### src/hw/video_ctrl_pkg.sv
// constants, field layouts and types for the video front-end control bank
package video_ctrl_pkg;

  // register pointer values
  localparam logic [7:0] REG_REVISION      = 8'h00;
  localparam logic [7:0] REG_DIV_HIGH      = 8'h01;
  localparam logic [7:0] REG_DIV_LOW       = 8'h02;
  localparam logic [7:0] REG_PLL_CTRL      = 8'h03;
  localparam logic [7:0] REG_PHASE         = 8'h04;
  localparam logic [7:0] REG_RED_GAIN      = 8'h05;
  localparam logic [7:0] REG_GREEN_GAIN    = 8'h06;
  localparam logic [7:0] REG_BLUE_GAIN     = 8'h07;
  localparam logic [7:0] REG_RED_TRIM      = 8'h08;
  localparam logic [7:0] REG_RED_TARGET    = 8'h09;
  localparam logic [7:0] REG_GREEN_TRIM    = 8'h0A;
  localparam logic [7:0] REG_GREEN_TARGET  = 8'h0B;
  localparam logic [7:0] REG_BLUE_TRIM     = 8'h0C;
  localparam logic [7:0] REG_BLUE_TARGET   = 8'h0D;
  localparam logic [7:0] REG_SYNC_WIDTH    = 8'h0E;
  localparam logic [7:0] REG_SLICE_ENTRY   = 8'h0F;
  localparam logic [7:0] REG_SLICE_EXIT    = 8'h10;
  localparam logic [7:0] REG_SOURCE_SEL    = 8'h11;
  localparam int         NUM_REGS          = 18;

  // values after reset
  localparam logic [7:0] RST_DIV_HIGH      = 8'h69;
  localparam logic [7:0] RST_DIV_LOW       = 8'hD0;
  localparam logic [7:0] RST_PLL_CTRL      = 8'h48;
  localparam logic [7:0] RST_PHASE         = 8'h80;
  localparam logic [7:0] RST_MIDSCALE      = 8'h80;
  localparam logic [7:0] RST_TRIM          = 8'h00;
  localparam logic [7:0] RST_SYNC_WIDTH    = 8'h20;
  localparam logic [7:0] RST_SLICE         = 8'h40;
  localparam logic [7:0] RST_SOURCE_SEL    = 8'h00;

  // writable bits per register
  localparam logic [7:0] MASK_FULL         = 8'hFF;
  localparam logic [7:0] MASK_DIV_LOW      = 8'hF0;
  localparam logic [7:0] MASK_PLL_CTRL     = 8'hFC;
  localparam logic [7:0] MASK_PHASE        = 8'hF8;
  localparam logic [7:0] MASK_SLICE        = 8'hFC;

  // serial port bit count per byte
  localparam logic [3:0] BITS_PER_BYTE     = 4'h8;

  typedef enum logic [2:0] {
    ST_IDLE, ST_ADDR, ST_ADDR_ACK, ST_WRITE, ST_WRITE_ACK, ST_READ,
    ST_READ_ACK
  } port_state_t;

  // settings handed to the analog, clock and sync logic
  typedef struct packed {
    logic [11:0] pll_divider;
    logic [1:0]  oscillator_band;
    logic [2:0]  pump_current;
    logic        ext_clk_sel;
    logic [4:0]  sample_phase;
    logic [7:0]  red_gain;
    logic [7:0]  green_gain;
    logic [7:0]  blue_gain;
    logic [7:0]  red_trim;
    logic [7:0]  red_target;
    logic [7:0]  green_trim;
    logic [7:0]  green_target;
    logic [7:0]  blue_trim;
    logic [7:0]  blue_target;
    logic [7:0]  sync_width_limit;
    logic [5:0]  sync_on_green_entry;
    logic [5:0]  sync_on_green_exit;
    logic        hsync_from_sync_on_green;
    logic        hsync_manual;
    logic        vsync_from_sync_on_green;
    logic        vsync_manual;
    logic        channel_sel;
    logic        channel_manual;
    logic        digital_if_sel;
    logic        interface_manual;
  } ctrl_t;

  // writable bits of a register
  function automatic logic [7:0] reg_mask(input logic [7:0] idx);
    logic [7:0] m;
    m = MASK_FULL;
    if (idx == REG_REVISION) m = 8'h00;
    else if (idx == REG_DIV_LOW) m = MASK_DIV_LOW;
    else if (idx == REG_PLL_CTRL) m = MASK_PLL_CTRL;
    else if (idx == REG_PHASE) m = MASK_PHASE;
    else if (idx == REG_SLICE_ENTRY || idx == REG_SLICE_EXIT) m = MASK_SLICE;
    else if (idx >= 8'(NUM_REGS)) m = 8'h00;
    return m;
  endfunction

  // value of a register after reset
  function automatic logic [7:0] reg_reset(input logic [7:0] idx);
    logic [7:0] v;
    v = RST_MIDSCALE;
    if (idx == REG_DIV_HIGH) v = RST_DIV_HIGH;
    else if (idx == REG_DIV_LOW) v = RST_DIV_LOW;
    else if (idx == REG_PLL_CTRL) v = RST_PLL_CTRL;
    else if (idx == REG_PHASE) v = RST_PHASE;
    else if (idx == REG_RED_TRIM || idx == REG_GREEN_TRIM ||
             idx == REG_BLUE_TRIM) v = RST_TRIM;
    else if (idx == REG_SYNC_WIDTH) v = RST_SYNC_WIDTH;
    else if (idx == REG_SLICE_ENTRY || idx == REG_SLICE_EXIT) v = RST_SLICE;
    else if (idx == REG_SOURCE_SEL) v = RST_SOURCE_SEL;
    return v;
  endfunction

endpackage

### src/hw/pin_sync.sv
// two-stage synchroniser for serial port pins
`timescale 1ns/1ps
module pin_sync #(
  parameter int         WIDTH    = 2,
  parameter logic [1:0] IDLE_VAL = 2'h3
) (
  // clock and reset
  input  wire logic             sys_clk,
  input  wire logic             rst_n,
  // raw pins and synchronised copies
  input  wire logic [WIDTH-1:0] pin_raw,
  output logic      [WIDTH-1:0] pin_sync_out
);

  logic [WIDTH-1:0] meta_reg;

  generate
    if (WIDTH != 2) begin : g_bad_width
      $error("pin_sync serves exactly two pins");
    end
  endgenerate

  // first stage feeds only the second
  always_ff @(posedge sys_clk) begin
    if (!rst_n) begin
      meta_reg     <= IDLE_VAL;
      pin_sync_out <= IDLE_VAL;
    end else begin
      meta_reg     <= pin_raw;
      pin_sync_out <= meta_reg;
    end
  end

endmodule

### src/hw/video_ctrl_regs.sv
// serial-port control register bank of the video front end
// Contract
// - outside controller reads and writes the bank over the 2-wire port
// - pointer 0x00 returns a fixed read-only 8-bit revision byte
// - pll divider: high byte at 0x01, four more bits at 0x02[7:4]
// - 0x03 holds oscillator band [7:6]=01, pump current [5:3]=001
// - 0x03 bit 2 picks external clock when set; resets to 0
// - 0x04 [7:3] picks sampling clock phase; resets to 10000
// - 0x05..0x07 red, green, blue gain codes; reset 0x80
// - 0x09, 0x0B, 0x0D offset target codes; reset 0x80
// - 0x08, 0x0A, 0x0C user offset trims; reset to zero
// - 0x0E composite sync width limit; resets to 0x20
// - 0x11 bits 7..4: manual or automatic hsync and vsync source
// - 0x11 bits 3..2: manual or automatic input channel choice
// - 0x11 bits 1..0: manual or automatic interface choice; reset zero
`timescale 1ns/1ps
module video_ctrl_regs #(
  parameter logic [6:0] DEV_ADDR = 7'h4C, // arbitrary default
  parameter logic [7:0] REVISION = 8'h5A  // arbitrary value
) (
  // clock and reset
  input  wire logic                 sys_clk,
  input  wire logic                 rst_n,
  // 2-wire serial port pins
  input  wire logic                 scl_in,
  input  wire logic                 sda_in,
  output logic                      sda_out,
  output logic                      sda_oe,
  // settings to analog, clock and sync logic
  output video_ctrl_pkg::ctrl_t     cfg
);

  generate
    if (DEV_ADDR == 7'h00) begin : g_bad_addr
      $error("device address 0 is the general call address");
    end
  endgenerate

  logic [1:0]                  pins_s;
  logic                        scl_s;
  logic                        sda_s;
  logic                        scl_d_reg;
  logic                        sda_d_reg;
  video_ctrl_pkg::port_state_t state_reg;
  video_ctrl_pkg::port_state_t state_next;
  logic [3:0]                  bit_cnt_reg;
  logic [7:0]                  rx_reg;
  logic [7:0]                  tx_reg;
  logic [7:0]                  ptr_reg;
  logic                        rw_reg;
  logic                        first_reg;
  logic                        nack_reg;
  logic                        oe_next;
  logic [7:0]                  bank_reg [1:video_ctrl_pkg::NUM_REGS-1];
  logic                        rst_seen_reg;

  // pins pass two flip-flops before use
  pin_sync #(
    .WIDTH    (2),
    .IDLE_VAL (2'h3)
  ) u_pin_sync (
    .sys_clk      (sys_clk),
    .rst_n        (rst_n),
    .pin_raw      ({scl_in, sda_in}),
    .pin_sync_out (pins_s)
  );

  assign scl_s = pins_s[1];
  assign sda_s = pins_s[0];

  // bus conditions and clock edges
  wire start_ev  = scl_s & scl_d_reg & sda_d_reg & ~sda_s;
  wire stop_ev   = scl_s & scl_d_reg & ~sda_d_reg & sda_s;
  wire scl_rise  = scl_s & ~scl_d_reg;
  wire scl_fall  = ~scl_s & scl_d_reg;
  wire byte_done = (bit_cnt_reg == video_ctrl_pkg::BITS_PER_BYTE);
  wire addr_hit  = (rx_reg[7:1] == DEV_ADDR);
  wire in_addr   = (state_reg == video_ctrl_pkg::ST_ADDR);
  wire in_wr     = (state_reg == video_ctrl_pkg::ST_WRITE);
  wire in_wr_ack = (state_reg == video_ctrl_pkg::ST_WRITE_ACK);
  wire in_rd     = (state_reg == video_ctrl_pkg::ST_READ);
  wire in_rd_ack = (state_reg == video_ctrl_pkg::ST_READ_ACK);
  wire in_ad_ack = (state_reg == video_ctrl_pkg::ST_ADDR_ACK);

  // byte commit, pointer load and read load strobes
  wire wr_commit = in_wr & scl_fall & byte_done & ~start_ev & ~stop_ev;
  wire ptr_load  = wr_commit & first_reg;
  wire bank_we   = wr_commit & ~first_reg;
  wire tx_load   = scl_fall & ~start_ev & ~stop_ev &
                   ((in_ad_ack & rw_reg) | (in_rd_ack & ~nack_reg));
  wire mapped    = (ptr_reg != video_ctrl_pkg::REG_REVISION) &&
                   (ptr_reg < 8'(video_ctrl_pkg::NUM_REGS));
  wire [7:0] wr_mask = video_ctrl_pkg::reg_mask(ptr_reg);

  // read data for the current pointer
  wire [7:0] rd_byte = (ptr_reg == video_ctrl_pkg::REG_REVISION) ?
                       REVISION :
                       mapped ? bank_reg[ptr_reg[4:0]] : 8'h00;

  // delayed copies for edge and condition detection
  always_ff @(posedge sys_clk) begin
    if (!rst_n) begin
      scl_d_reg <= 1'b1;
      sda_d_reg <= 1'b1;
    end else begin
      scl_d_reg <= scl_s;
      sda_d_reg <= sda_s;
    end
  end

  // transaction sequencing
  always_comb begin
    state_next = state_reg;
    if (stop_ev) begin
      state_next = video_ctrl_pkg::ST_IDLE;
    end else if (start_ev) begin
      state_next = video_ctrl_pkg::ST_ADDR;
    end else if (scl_fall) begin
      case (state_reg)
        video_ctrl_pkg::ST_ADDR: begin
          if (byte_done) begin
            state_next = addr_hit ? video_ctrl_pkg::ST_ADDR_ACK
                                  : video_ctrl_pkg::ST_IDLE;
          end
        end
        video_ctrl_pkg::ST_ADDR_ACK: begin
          state_next = rw_reg ? video_ctrl_pkg::ST_READ
                              : video_ctrl_pkg::ST_WRITE;
        end
        video_ctrl_pkg::ST_WRITE: begin
          if (byte_done) begin
            state_next = video_ctrl_pkg::ST_WRITE_ACK;
          end
        end
        video_ctrl_pkg::ST_WRITE_ACK: begin
          state_next = video_ctrl_pkg::ST_WRITE;
        end
        video_ctrl_pkg::ST_READ: begin
          if (byte_done) begin
            state_next = video_ctrl_pkg::ST_READ_ACK;
          end
        end
        video_ctrl_pkg::ST_READ_ACK: begin
          state_next = nack_reg ? video_ctrl_pkg::ST_IDLE
                                : video_ctrl_pkg::ST_READ;
        end
        default: begin
          state_next = state_reg;
        end
      endcase
    end
  end

  // data line drive: ack bits and zero read data bits pull low
  always_comb begin
    oe_next = sda_oe;
    if (start_ev || stop_ev) begin
      oe_next = 1'b0;
    end else if (tx_load) begin
      oe_next = ~rd_byte[7];
    end else if (scl_fall) begin
      if (in_addr && byte_done) begin
        oe_next = addr_hit;
      end else if (in_wr && byte_done) begin
        oe_next = 1'b1;
      end else if (in_rd && !byte_done) begin
        oe_next = ~tx_reg[6];
      end else if (in_rd || in_wr_ack || in_ad_ack || in_rd_ack) begin
        oe_next = 1'b0;
      end
    end
  end

  always_ff @(posedge sys_clk) begin
    if (!rst_n) begin
      state_reg <= video_ctrl_pkg::ST_IDLE;
      sda_oe    <= 1'b0;
      sda_out   <= 1'b0;
    end else begin
      state_reg <= state_next;
      sda_oe    <= oe_next;
      sda_out   <= 1'b0;
    end
  end

  // bit counter: counts clock rises within a byte
  always_ff @(posedge sys_clk) begin
    if (!rst_n) begin
      bit_cnt_reg <= 4'h0;
    end else if (start_ev || (scl_fall && (in_ad_ack || in_wr_ack ||
                                           in_rd_ack))) begin
      bit_cnt_reg <= 4'h0;
    end else if (scl_rise && (in_addr || in_wr || in_rd)) begin
      bit_cnt_reg <= bit_cnt_reg + 4'h1;
    end
  end

  // receive shifter and master acknowledge sample
  always_ff @(posedge sys_clk) begin
    if (!rst_n) begin
      rx_reg   <= 8'h00;
      nack_reg <= 1'b1;
    end else begin
      if (scl_rise && (in_addr || in_wr)) begin
        rx_reg <= {rx_reg[6:0], sda_s};
      end
      if (scl_rise && in_rd_ack) begin
        nack_reg <= sda_s;
      end
    end
  end

  // direction and first-byte flags
  always_ff @(posedge sys_clk) begin
    if (!rst_n) begin
      rw_reg    <= 1'b0;
      first_reg <= 1'b0;
    end else begin
      if (in_addr && scl_fall && byte_done) begin
        rw_reg <= rx_reg[0];
      end
      if (in_ad_ack && scl_fall) begin
        first_reg <= 1'b1;
      end else if (wr_commit) begin
        first_reg <= 1'b0;
      end
    end
  end

  // transmit shifter
  always_ff @(posedge sys_clk) begin
    if (!rst_n) begin
      tx_reg <= 8'h00;
    end else if (tx_load) begin
      tx_reg <= rd_byte;
    end else if (in_rd && scl_fall && !byte_done) begin
      tx_reg <= {tx_reg[6:0], 1'b0};
    end
  end

  // register pointer, auto-increments after each written data byte and as each read byte is loaded
  always_ff @(posedge sys_clk) begin
    if (!rst_n) begin
      ptr_reg <= 8'h00;
    end else if (ptr_load) begin
      ptr_reg <= rx_reg;
    end else if (bank_we || tx_load) begin
      ptr_reg <= ptr_reg + 8'h01;
    end
  end

  // register storage; undefined bits are masked off on write
  always_ff @(posedge sys_clk) begin
    if (!rst_n) begin
      for (int i = 1; i < video_ctrl_pkg::NUM_REGS; i++) begin
        bank_reg[i] <= video_ctrl_pkg::reg_reset(8'(i));
      end
    end else if (bank_we && mapped) begin
      bank_reg[ptr_reg[4:0]] <= rx_reg & wr_mask;
    end
  end

  // settings fields taken straight from the register bits
  assign cfg.pll_divider         = {bank_reg[1], bank_reg[2][7:4]};
  assign cfg.oscillator_band     = bank_reg[3][7:6];
  assign cfg.pump_current        = bank_reg[3][5:3];
  assign cfg.ext_clk_sel         = bank_reg[3][2];
  assign cfg.sample_phase        = bank_reg[4][7:3];
  assign cfg.red_gain            = bank_reg[5];
  assign cfg.green_gain          = bank_reg[6];
  assign cfg.blue_gain           = bank_reg[7];
  assign cfg.red_trim            = bank_reg[8];
  assign cfg.red_target          = bank_reg[9];
  assign cfg.green_trim          = bank_reg[10];
  assign cfg.green_target        = bank_reg[11];
  assign cfg.blue_trim           = bank_reg[12];
  assign cfg.blue_target         = bank_reg[13];
  assign cfg.sync_width_limit    = bank_reg[14];
  assign cfg.sync_on_green_entry = bank_reg[15][7:2];
  assign cfg.sync_on_green_exit  = bank_reg[16][7:2];

  // source overrides: a clear override bit leaves the choice automatic
  assign cfg.hsync_from_sync_on_green = bank_reg[17][7];
  assign cfg.hsync_manual             = bank_reg[17][6];
  assign cfg.vsync_from_sync_on_green = bank_reg[17][5];
  assign cfg.vsync_manual             = bank_reg[17][4];
  assign cfg.channel_sel              = bank_reg[17][3];
  assign cfg.channel_manual           = bank_reg[17][2];
  assign cfg.digital_if_sel           = bank_reg[17][1];
  assign cfg.interface_manual         = bank_reg[17][0];

  // marks the first cycle after reset release
  always_ff @(posedge sys_clk) begin
    rst_seen_reg <= ~rst_n;
  end

  chk_rev_load: assert property (@(posedge sys_clk) disable iff (!rst_n)
    tx_load && ptr_reg == 8'h00 |=> tx_reg == REVISION)
    else $error("revision byte not loaded for pointer zero");

  chk_write_lands: assert property (
    @(posedge sys_clk) disable iff (!rst_n)
    bank_we && ptr_reg == 8'h05 |=> cfg.red_gain == $past(rx_reg))
    else $error("written byte did not reach its register");

  chk_div_reset: assert property (
    @(posedge sys_clk) disable iff (!rst_n)
    rst_seen_reg |-> cfg.pll_divider == 12'h69D)
    else $error("divider reset value wrong");

  chk_pll_reset: assert property (
    @(posedge sys_clk) disable iff (!rst_n)
    rst_seen_reg |-> cfg.oscillator_band == 2'h1 &&
                     cfg.pump_current == 3'h1 && !cfg.ext_clk_sel)
    else $error("clock control reset value wrong");

  chk_phase_reset: assert property (
    @(posedge sys_clk) disable iff (!rst_n)
    rst_seen_reg |-> cfg.sample_phase == 5'h10 &&
                     cfg.sync_width_limit == 8'h20)
    else $error("phase or width limit reset value wrong");

  chk_level_reset: assert property (
    @(posedge sys_clk) disable iff (!rst_n)
    rst_seen_reg |-> cfg.red_trim == 8'h00 && cfg.blue_target == 8'h80 &&
                     cfg.green_gain == 8'h80 && bank_reg[17] == 8'h00)
    else $error("gain, offset or select reset value wrong");

  chk_reserved_zero: assert property (
    @(posedge sys_clk) disable iff (!rst_n)
    bank_reg[2][3:0] == 4'h0 && bank_reg[3][1:0] == 2'h0 &&
    bank_reg[4][2:0] == 3'h0 && bank_reg[15][1:0] == 2'h0 &&
    bank_reg[16][1:0] == 2'h0)
    else $error("undefined register bit became set");

  chk_select_hold: assert property (
    @(posedge sys_clk) disable iff (!rst_n)
    !(bank_we && ptr_reg == 8'h11) |=> $stable(bank_reg[17]))
    else $error("source select changed without a write");

  chk_ack_drive: assert property (
    @(posedge sys_clk) disable iff (!rst_n)
    in_addr && scl_fall && byte_done && addr_hit && !start_ev && !stop_ev
    |=> sda_oe && state_reg == video_ctrl_pkg::ST_ADDR_ACK)
    else $error("address acknowledge not driven");

endmodule

### config.mk
export PLATFORM = sky130hd
export DESIGN_NAME = video_ctrl_regs
export DESIGN_NICKNAME = d
export VERILOG_FILES = /design/src/hw/video_ctrl_pkg.sv /design/src/hw/pin_sync.sv /design/src/hw/video_ctrl_regs.sv
export SDC_FILE = /design/constraint.sdc
export NUM_CORES = 1
export LEC_CHECK = 0
export BUFFER_PORTS_ARGS = -buffer_cell sky130_fd_sc_hd__buf_2
export CORE_AREA = 2 2 161 163
export CTS_BUF_LIST = sky130_fd_sc_hd__clkbuf_16
export DETAILED_ROUTE_END_ITERATION = 10
export DIE_AREA = 0 0 163 165
export MAX_ROUTING_LAYER = met4
export PLACE_DENSITY = 0.76
export SETUP_SLACK_MARGIN = 0.1
export SLEW_MARGIN = 20
export SYNTH_ARGS = -nofsm -noshare
export SYNTH_HDL_FRONTEND = slang
export SYNTH_SLANG_ARGS = --single-unit
### constraint.sdc
create_clock -name sys_clk -period 2.56 [get_ports sys_clk]
set_input_delay 0.128 -clock sys_clk [delete_from_list [all_inputs] [get_ports sys_clk]]
set_output_delay 0.128 -clock sys_clk [all_outputs]
set_load 0.02 [all_outputs]
# Word-level counts from Yosys, hierarchy flattened
# Memories as Yosys holds them, arrays and structs flattened. A register that Yosys moved wholly into a read port is not among the register bits.
# Cells that the tools add are included.
# word_totals
register_bits	40
ram_bits	136
inputBits	4
out_inout_bits	125
wordCells	158
memories	1
# classes
add_sub_neg	2
order_cmp	2
eq_ne	19
n_mux	45
n_bitwise	31
n_reduce_logical	44
# memory_table
memory	depth	width	rd	rd_ports_with_merged_regs	write_ports	line_no	source
bank_reg	17	8	18	1	17	video_ctrl_regs.sv:54	logic [7:0] bank_reg [1:video_ctrl_pkg::NUM_REGS-1];
# ops
operator	n
$mux 8	18
$and 1x1->1	18
$pmux 3 s6	1
$eq 8x2->1 const B	2
$mux 1	15
$mux 3	5
$mux 5	3
$logic_and 1x1->1	14
$mux 7	2
$logic_or 1x1->1	11
$not 1->1	11
$reduce_and 5->1	2
$reduce_bool 2->1	5
$eq 3x3->1 const B	3
$ne 3x3->1 const B	3
$add 8x1->8 const B	1
$and 8x8->8	1
$eq 8x3->1 const B	1
$eq 8x4->1 const B	1
$eq 8x5->1 const B	1
$ge 8x5->1 const B	1
$logic_not 8->1	1
$lt 8x5->1 const B	1
$reduce_bool 8->1	1
16 further kinds	21

# Logic depth before layout (Yosys ltp)
# Gate-level depths: netlist (run 1).
# depth
depth_word	13
ltp_mapped	10
depth_no_buf	7

# By module
# Synthesis (run 1) repeated with hierarchy kept, for this count alone.
# hier_totals
cells_unflattened	942
area_unflattened_um2	13122.6
# by_module_without_submodules
module	instances	cells_each	area_each_um2	seq_area_each_um2
video_ctrl_regs	1	934	13017.5	8508.2
pin_sync	1	8	105.1	80.1

# Worst setup path after synthesis (run 1)
# No wires, ideal clock.
# synth_timing
kind	reg-to-reg
from	register ptr_reg[0]
to	memory bank_reg[11][0] (enable)
setup_ps	303
arrival_time_ps	2081
t_required_ps	2257
slack_ps	176
path_stages_with_launch	11
n_path_buf	3
synth_period_minus_slack_ps	2384
cell_sequence	dfxtp_1 inv_1 ha_1 buf_4 or4b_1 and3_4 buf_6 and4_1 buf_6 nand2_2 nand2_1
# synth_lines
element	line_no	source
from (decl)	video_ctrl_regs.sv:49	logic [7:0] ptr_reg;
from (signal assigned)	video_ctrl_regs.sv:246	ptr_reg <= rx_reg;
from (signal assigned)	video_ctrl_regs.sv:248	ptr_reg <= ptr_reg + 8'h01;
to (decl)	video_ctrl_regs.sv:54	

==> results of run 1 <==
critical path: cells and delay by family, from the launching register on:
| family | cells | cell delay, ns |
|---|---|---|
| fa+ha+maj | 1 | 0.15 |
| buf+inv | 1 | 0.11 |
| flops | 1 | 0.38 |
| simple gates | 5 | 1.50 |
cell type report:
| type | count | area share (%) |
|---|---|---|
| well taps | 330 | 2.57 |
| repair buffers | 203 | 8.04 |
| multi-input cells | 673 | 29.0 |
| clock inverters | 26 | 1.38 |
| flip-flops and latches | 301 | 53.6 |
| clock buffers | 31 | 4.84 |
| inverters | 20 | 0.561 |
through the flow:
| stage | total power [W] | hold slack [ns] |
|---|---|---|
| 2_1_floorplan | 0.00596 | 0.229 |
| 3_3_place_gp | 0.00617 | 0.310 |
| 3_5_place_dp | 0.00618 | 0.312 |
| 4_1_cts | 0.0105 | 0.0349 |
| 5_1_grt | 0.0107 | 0.0573 |
| 6_report | 0.0105 | 0.0563 |
timing repair:
action	CTS	global route
setup buffers	0	3
hold buffers	2	0
cloned	0	0
hold endpoints to repair	2	0
setup endpoints to repair	16	162
gates resized for setup	2	12
pin swaps	0	1
metal layers:
metal  vias to the layer above  track usage [%]  routed length, um
met3                        87             6.05               4170
met2                       558             45.3              17700
met1                      4500             36.1              13700
met5                         -                -                  0
li1                       4010                -                  -
met4                         0             11.0               1380
power by group:
part | total, W | switching [W] | internal [W]
Combinational | 0.000489 | 0.000333 | 0.000156
Sequential | 0.00560 | 0.000119 | 0.00548
Clock | 0.00442 | 0.00190 | 0.00251
worst paths after layout:
check | depth (start not counted) | endpoint | startpoint | slack [ns]
setup / recovery | 7 | bank_reg[4][2] | ptr_reg[1] | 0.02
hold reg to reg | 1 | u_pin_sync.pin_sync_out[1] | u_pin_sync.meta_reg[1] | 0.41
setup reg to reg | 7 | bank_reg[4][2] | ptr_reg[1] | 0.02
hold / removal | 3 | nack_reg | rst_n | 0.06
kinds of logic after synthesis:
kind of cell,after synthesis
multiplexers,98
other,1
AND/OR/NAND/NOR,349
adder cells (fa/ha/maj),6
AO/OA/AOI/OAI,98
buffers and inverters,108
flip-flops,301
XOR/XNOR,4
cells in the final DEF (no fill, tap or decap), drive strengths merged, types with 5 or more instances in the layout:
cell type and count:
nand3b 6, clkinv 17, and3 10, nor2b 11, clkbuf 31, a22oi 7, nor3 11, inv 21
clkinvlp 5, nand2b 11, nand2 82, or3 6, o21a 5, and2 6, nor2 130, buf 201
nand4 8, a21oi 25, dfxtp 45, o21ai 17, mux4 58, o22ai 11, mux2i 39, ha 6
conb 118, and4 7, edfxtp 256, nand3 42
==> out/qor.yml, run 1 <==
status: "finished clean"
clock_path_buffers: 3
die_area_mm2: 0.0269
setup_viol: 0
root_buffer: "clkbuf_16"
area_growth_pct: 19.9
grt.total_usage_pct: 28.4
cp-start-kind: "flop"
clkTransAtPathRegs_ns: 0.06
largest_register_ffs: 256
hold_viol: 0
wl_per_cell_um: 23.4
antenna_found_initial: 0
pre_cts_ws_ns: 0.109
grt_max_degree: 41
max_stage_delay_ns: 0.49
max_cap_viol_count: 0
synth_most_common_cell: "edfxtp_1"
rsz0062_at_grt: "true"
postSynthRegisterBits: 301
overflow: 0
critPathKind: "flop to flop"
start_util_pct: 53.5
tightest_slew_ns: 0.714
drtIter0Drc: 1118
fin_crit_ns: 2.54
p_leak_nw: 5.91
via_count: 9155
grt_pass1_vias: 8783
ios: 129
critPathMaxFanout: 12
drc: 0
cp.arrival_ns: 2.71
synth_area_leaders: "edfxtp_1 (57%), mux4_2 (8.6%), dfxtp_1 (6.7%)"
diodes: 0
clock_skew_ns: 0.0247
ys_seq_area_share_pct: 64.2
syn_avg_cell_area_um2: 13.9
clock_latency_ns: 0.59
routabilityCongestion: 0.955
grt_pass1_wl_um: 53600
cts_sinks: 301
synth_fa_ha_area_share_pct: 0.561
fmax_mhz: 394
synth_cell_type_count: 66
routed_wl_um: 37000
power_density_mw_per_mm2: 655
synth_edf_count: 256
cp-end-kind: "flop"
die_h_um: 165
required_ns: 2.73
num-fill-cells: 1879
period_share_pct: 99.2
design_area_mm2: 0.0160
final_core_util_pct: 64.1
die_x_um: 163
synth_area_mm2: 0.0134
port_buffers: 127
final-seq-area_mm2: 0.00860
place_inst: 1522
final_cells: 1584
drive_gt1_share_pct: 27.3
nets: 1240
cts_made_buffers: 31
yosysWarnings: 0
yosysTopAreaCell: "edfxtp_1"
hpwl_um: 27000
setup_tns_ns: 0
multiInputGateArea_mm2: 0.00466
synth-xor-area-share_pct: 0.262
synth_commonest_cells: "edfxtp_1 (256), nor2_1 (130), nand2_1 (74)"
drt-pass1-iter-count: 5
postRouteAntennaNets: 0
peakVddDrop_uv: 494
async_flop_share_pct: 0
synthMuxAreaShare_pct: 13.0
synthSimpleGateAreaFrac_pct: 12.8
synthCells: 965
synth_top_family_by_area: "multiplexers"
synth_ff_type: "edfxtp_1"
synth-compound-area-share_pct: 4.71
synth_top_area_share_pct: 57.4
core_area_mm2: 0.0250
vias_per_cell: 5.78
htreeDepth: 1
holdCritPathClass: "input pin to flop"
crit_chain: "inv_1 > ha_1 > or4b_1 > and3_4 > and3_1 > nand3_1 > nand2_1"
dpl_cell_area_mm2: 0.0150
row_count: 58
cpMaxStageDelayCell: "or4b_1"
cts_tree: "done"
max_slew_margin_pct: 52.3
final.setup.worst_slack_ns: 0.0214
finalMaxSlewViolations: 0
(Power assumes the default switching activity.)
==> inputs of run 2 (changes only) <==
--- a/config.mk
+++ b/config.mk
@@ -5,6 +5,7 @@
 export SDC_FILE = /design/constraint.sdc
 export NUM_CORES = 1
 export LEC_CHECK = 0
+export ABC_AREA = 1
 export BUFFER_PORTS_ARGS = -buffer_cell sky130_fd_sc_hd__buf_2
 export CORE_AREA = 2 2 161 163
 export CTS_BUF_LIST = sky130_fd_sc_hd__clkbuf_16
==> run 2 against run 1 <==
  * Clock skew shrank 0.013 ns
  * Area after synthesis grew 0.27%
  * Clock power shrank 4%
  * Final area shrank 0.76%
  * Worst hold slack gained 0.028 ns
  * Highest routed layer unchanged
  * Sequential power is essentially flat
  * Die area is the same
==> out/qor.yml, run 2 <==
synth_most_common_cell: "nand2_1"
die_x_um: 163
hold_viol: 0
synth_cell_type_count: 39
die_area_mm2: 0.0269
port_buffers: 127
yosysWarnings: 0
clock_latency_ns: 0.55
root_buffer: "clkbuf_16"
status: "finished clean"
routed.top_layer: "met4"
overflow: 0
vias_per_cell: 5.55
setup_viol: 0
via_count: 10900
cp-start-kind: "flop"
row_count: 58
drt-pass1-iter-count: 6
fin_crit_ns: 2.33
final_common_cell: "nand2_1"
critPathKind: "flop to flop"
cp.arrival_ns: 2.57
grt_max_degree: 72
finalMaxSlewViolations: 0
routed-wl-met2_um: 17500
p_leak_nw: 6.37
synth_edf_count: 256
core_area_mm2: 0.0250
crit_chain: "nor2_1 > inv_1 > nor2_2 > nand2_1 > nor3_2 > nand3_4 > nor2_2 > nand2_1 > nand2_2"
max_cap_viol_count: 0
fmax_mhz: 429
cts_sinks: 301
synth_area_leaders: "edfxtp_1 (57%), nand2_1 (11%), nand3_1 (9.0%)"
diodes: 0
largest_register_ffs: 256
synth_area_mm2: 0.0134
yosysTopAreaCell: "edfxtp_1"
routed_wl_um: 37100
clock_path_buffers: 3
ios: 129
grt.total_usage_pct: 28.2
power_density_mw_per_mm2: 647
holdCritPathClass: "input pin to flop"
clkTransAtPathRegs_ns: 0.07
num-fill-cells: 1997
cpMaxStageDelayCell: "dfxtp_1"
area_growth_pct: 18.6
max_slew_margin_pct: 44.6
dr_wl_met3_um: 4370
cts_made_buffers: 30
async_flop_share_pct: 0
synthCells: 1374
cp-end-kind: "flop"
clock_skew_ns: 0.0115
synth_commonest_cells: "nand2_1 (379), edfxtp_1 (256), nand3_1 (242)"
grt_pass1_vias: 10000
drc: 0
max_stage_delay_ns: 0.32
final_core_util_pct: 63.6
grt_pass1_wl_um: 55500
htreeDepth: 1
antenna_found_initial: 0
final_cell_mix: "nand2_1 (370), edfxtp_1 (256), nand3_1 (242), nor2_1 (135), buf_2 (127)"
ys_seq_area_share_pct: 64.0
rsz0062_at_grt: "true"
peakVddDrop_uv: 466
synth_top_area_share_pct: 57.3
period_share_pct: 91.0
routedLengthMet1_um: 13800
nets: 1622
cts_tree: "done"
postSynthRegisterBits: 301
die_h_um: 165
start_util_pct: 53.6
postRouteAntennaNets: 0
tightest_slew_ns: 0.831
syn_avg_cell_area_um2: 9.77
hpwl_um: 26300
drive_gt1_share_pct: 16.9
wl_per_cell_um: 18.9
synth_ff_type: "edfxtp_1"
drtIter0Drc: 1603
routabilityCongestion: 0.928
critPathMaxFanout: 8
required_ns: 2.80
setup_tns_ns: 0
==> run 2: cell count changes after synthesis, moves of 12 or more <==
cell / before / now
mux4_2: 51 / 0
inv_1: 20 / 66
nand3_1: 39 / 242
a21oi_1: 24 / 38
nand2_1: 74 / 379
o21ai_0: 17 / 37
buf_1: 1 / 13
mux2i_1: 39 / 0
clkbuf_1: 24 / 42
==> run 2: report_power, final <==
| part | switching [W] | total [W] | internal [W] |
|---|---|---|---|
| logic | 0.000327 | 0.000452 | 0.000125 |
| clock network | 0.00185 | 0.00423 | 0.00238 |
| registers | 0.000133 | 0.00562 | 0.00548 |
| total | 0.00231 | 0.0103 | 0.00799 |
==> run 2: final timing paths <==
| kind | start | endpoint | slack (ns) | cells after the start |
|---|---|---|---|---|
| hold reg to reg | u_pin_sync.meta_reg[0] | u_pin_sync.pin_sync_out[0] | 0.42 | 1 |
| setup / recovery | ptr_reg[7] | bank_reg[4][6] | 0.23 | 9 |
| setup reg to reg | ptr_reg[7] | bank_reg[4][6] | 0.23 | 9 |
| hold / removal | rst_n | first_reg | 0.08 | 4 |
==> run 2: cell type report <==
type,instances,area [um^2],area share (%)
clock buffers,34,851,5.34
clock inverters,22,113,0.707
multi-input cells,1020,4530,28.5
repair buffers,188,1150,7.21
well taps,330,413,2.59
inverters,71,269,1.69
flip-flops and latches,301,8590,54.0
==> run 2: stage by stage <==
stage / total power [W] / area [um^2] / hold WS (ns) / instances / setup WS, ns
2_1_floorplan: 0.00597 / 13900 / 0.235 / 1491 / 0.351
3_3_place_gp: 0.00614 / 14900 / 0.322 / 1906 / 0.242
3_5_place_dp: 0.00615 / 14900 / 0.319 / 1906 / 0.137
4_1_cts: 0.0103 / 15900 / 0.0724 / 1964 / 0.125
5_1_grt: 0.0106 / 15900 / 0.104 / 1966 / 0.0897
6_report: 0.0103 / 15900 / 0.0847 / 1966 / 0.231
==> run 2: logic make-up (layout without fill, tap and decap cells) <==
family / Yosys count / after routing / share of synthesized area (%)
AOI/OAI and AO/OA: 91 / 91 / 3.73
adders and majority gates: 6 / 6 / 0.559
other: 1 / 118 / 0.0279
xor gates and xnor gates: 3 / 3 / 0.196
and+or+nand+nor: 802 / 802 / 25.8
buffers and inverters: 170 / 315 / 5.69
DFF: 301 / 301 / 64.0
==> run 2: per-layer routing <==
metal / GRT usage [%] / vias up
li1: - / 4993
met1: 37.6 / 5079
met2: 44.7 / 747
met3: 3.47 / 95
met4: 10.8 / 0
met5: - / -
==> run 2: timing repair <==
action,4_1_cts,5_1_grt
endpoints found under the setup margin,8,141
setup buffers,0,2
endpoints found under the hold margin,2,0
pin swaps,0,1
gates resized for setup,1,10
hold buffers,2,0
==> run 2: critical path, delay by kind of cell, from the launching register on <==
family	cells	cell delay [ns]
buf+inv	1	0.09
simple gates	8	1.60
flops	1	0.32
==> inputs of run 3 (changes only) <==
--- a/config.mk
+++ b/config.mk
@@ -14,7 +14,7 @@
 export MAX_ROUTING_LAYER = met4
 export PLACE_DENSITY = 0.76
 export SETUP_SLACK_MARGIN = 0.1
-export SLEW_MARGIN = 20
+export SLEW_MARGIN = 15
 export SYNTH_ARGS = -nofsm -noshare
 export SYNTH_HDL_FRONTEND = slang
 export SYNTH_SLANG_ARGS = --single-unit
==> constraint.sdc (replaced) <==
create_clock -name sys_clk -period 2.56 [get_ports sys_clk]
set_input_delay 0.256 -clock sys_clk [delete_from_list [all_inputs] [get_ports sys_clk]]
set_output_delay 0.256 -clock sys_clk [all_outputs]
set_load 0.02 [all_outputs]
==> run 3 against run 2 <==
  * First-iteration DRC count down 18%
  * Highest routed layer unchanged
  * Largest power group unchanged
  * Critical path depth up 2
  * Largest cell class unchanged
  * Die area unchanged
  * Register-to-register slack better by 0.03 ns
==> out/qor.yml, run 3 (synthesis results as in run 2) <==
status: "finished clean"
clkTransAtPathRegs_ns: 0.07
cp.arrival_ns: 2.54
largest_register_ffs: 256
grt.total_usage_pct: 28.1
setup_tns_ns: 0
drc: 0
holdCritPathClass: "input pin to flop"
cp-end-kind: "flop"
row_count: 58
postRouteAntennaNets: 0
grt_pass1_wl_um: 55300
overflow: 0
hpwl_um: 26100
root_buffer: "clkbuf_16"
cts_made_buffers: 30
hold_viol: 0
cts_sinks: 301
grt_max_degree: 67
period_share_pct: 90.0
antenna_found_initial: 0
p_leak_nw: 6.35
setup_viol: 0
final_common_cell: "nand2_1"
wl_per_cell_um: 18.7
critPathTopFamily: "simple AND/OR/NAND/NOR gates"
design_area_mm2: 0.0160
port_buffers: 127
die_area_mm2: 0.0269
clock_path_buffers: 3
critPathKind: "flop to flop"
grt_pass1_vias: 9969
dpl_cell_area_mm2: 0.0149
nets: 1619
htreeDepth: 1
via_count: 10800
cts_tree: "done"
fin_crit_ns: 2.30
cp-start-kind: "flop"
core_area_mm2: 0.0250
finalMaxSlewViolations: 0
die_x_um: 163
max_cap_viol_count: 0
max_stage_delay_ns: 0.32
drive_gt1_share_pct: 17.1
cpMaxStageDelayCell: "dfxtp_1"
pre_cts_ws_ns: 0.206
fmax_mhz: 434
regToRegSetupSlack_ns: 0.26
num-fill-cells: 2022
power_density_mw_per_mm2: 656
crit_chain: "inv_1 > ha_1 > nand3_1 > inv_1 > nand3_1 > nor2_1 > nand3_4 > nor2_4 > buf_4 > nand2_1 > nand2_2"
routabilityCongestion: 0.979
max_slew_margin_pct: 51.6
final_core_util_pct: 63.8
area_growth_pct: 19.1
final.setup.worst_slack_ns: 0.256
tightest_slew_ns: 0.723
vias_per_cell: 5.49
routed_wl_um: 36700
clock_skew_ns: 0.0183
drtIter0Drc: 1319
peakVddDrop_uv: 489
final_cell_mix: "nand2_1 (367), edfxtp_1 (256), nand3_1 (242), nor2_1 (136), buf_2 (127)"
ios: 129
clock_latency_ns: 0.55
start_util_pct: 53.6
cp.buffers_inverters: 3
required_ns: 2.80
diodes: 0
critPathMaxFanout: 8
die_h_um: 165
rsz0062_at_grt: "false"
drt-pass1-iter-count: 6
==> run 3: cell count changes in the layout (fill, tap and decap cells not counted), sizes merged <==
cell	previous run	this run
clkinvlp	0	7
inv	77	71
buf	186	183
bufinv	0	2
clkinv	16	14
clkbuf	34	33
==> run 3: report_power, final <==
part / switching (W) / leakage (nW) / internal [W]
Sequential: 0.000128 / 2.93 / 0.00548
Clock: 0.00188 / 0.493 / 0.00254
Combinational: 0.000326 / 2.93 / 0.000126
Total: 0.00233 / 6.35 / 0.00815
==> run 3: what timing repair did <==
action	CTS	global route
resized for setup	0	13
buffers inserted	0	3
endpoints found under the setup margin	0	134
endpoints found under the hold margin	2	0
hold buffers	2	0
==> run 3: worst reg2reg max path, cell delays in order, from the launching register on <==
cell     delay, ns
dfxtp_1       0.32
inv_1         0.10
ha_1          0.15
nand3_1       0.09
inv_1         0.07
nand3_1       0.08
nor2_1        0.29
nand3_4       0.21
nor2_4        0.24
buf_4         0.17
nand2_1       0.09
nand2_2       0.20
==> run 3: path summary, 6_finish.rpt <==
path | startpoint | endpoint | cells after the start
setup / recovery | bit_cnt_reg[1] | bank_reg[9][5] | 11
hold / removal | rst_n | first_reg | 4
setup reg to reg | bit_cnt_reg[1] | bank_reg[9][5] | 11
hold reg to reg | u_pin_sync.meta_reg[1] | u_pin_sync.pin_sync_out[1] | 1
==> run 3: final cells by class <==
type                       instances  area (um^2)  area share (%)
clock buffer                      33          826            5.17
clock inverter                    23          194            1.21
multi-input combinational       1020         4540            28.4
tap                              330          413            2.58
inverter                          71          269            1.68
sequential                       301         8590            53.8
timing repair buffer             185         1150            7.20
==> run 3: per-layer routing <==
layer	GRT usage, %	vias up	wire length (um)
li1	-	4988	-
met1	37.0	5055	14200
met4	11.6	0	1490
met3	3.99	107	3950
met2	44.2	619	17100
met5	-	-	0
==> run 3: stage by stage <==
step	total power, W	hold slack (ns)	cells
2_1_floorplan	0.00597	0.363	1491
3_3_place_gp	0.00614	0.403	1902
3_5_place_dp	0.00615	0.408	1902
4_1_cts	0.0105	0.214	1960
5_1_grt	0.0108	0.239	1963
6_report	0.0105	0.210	1963
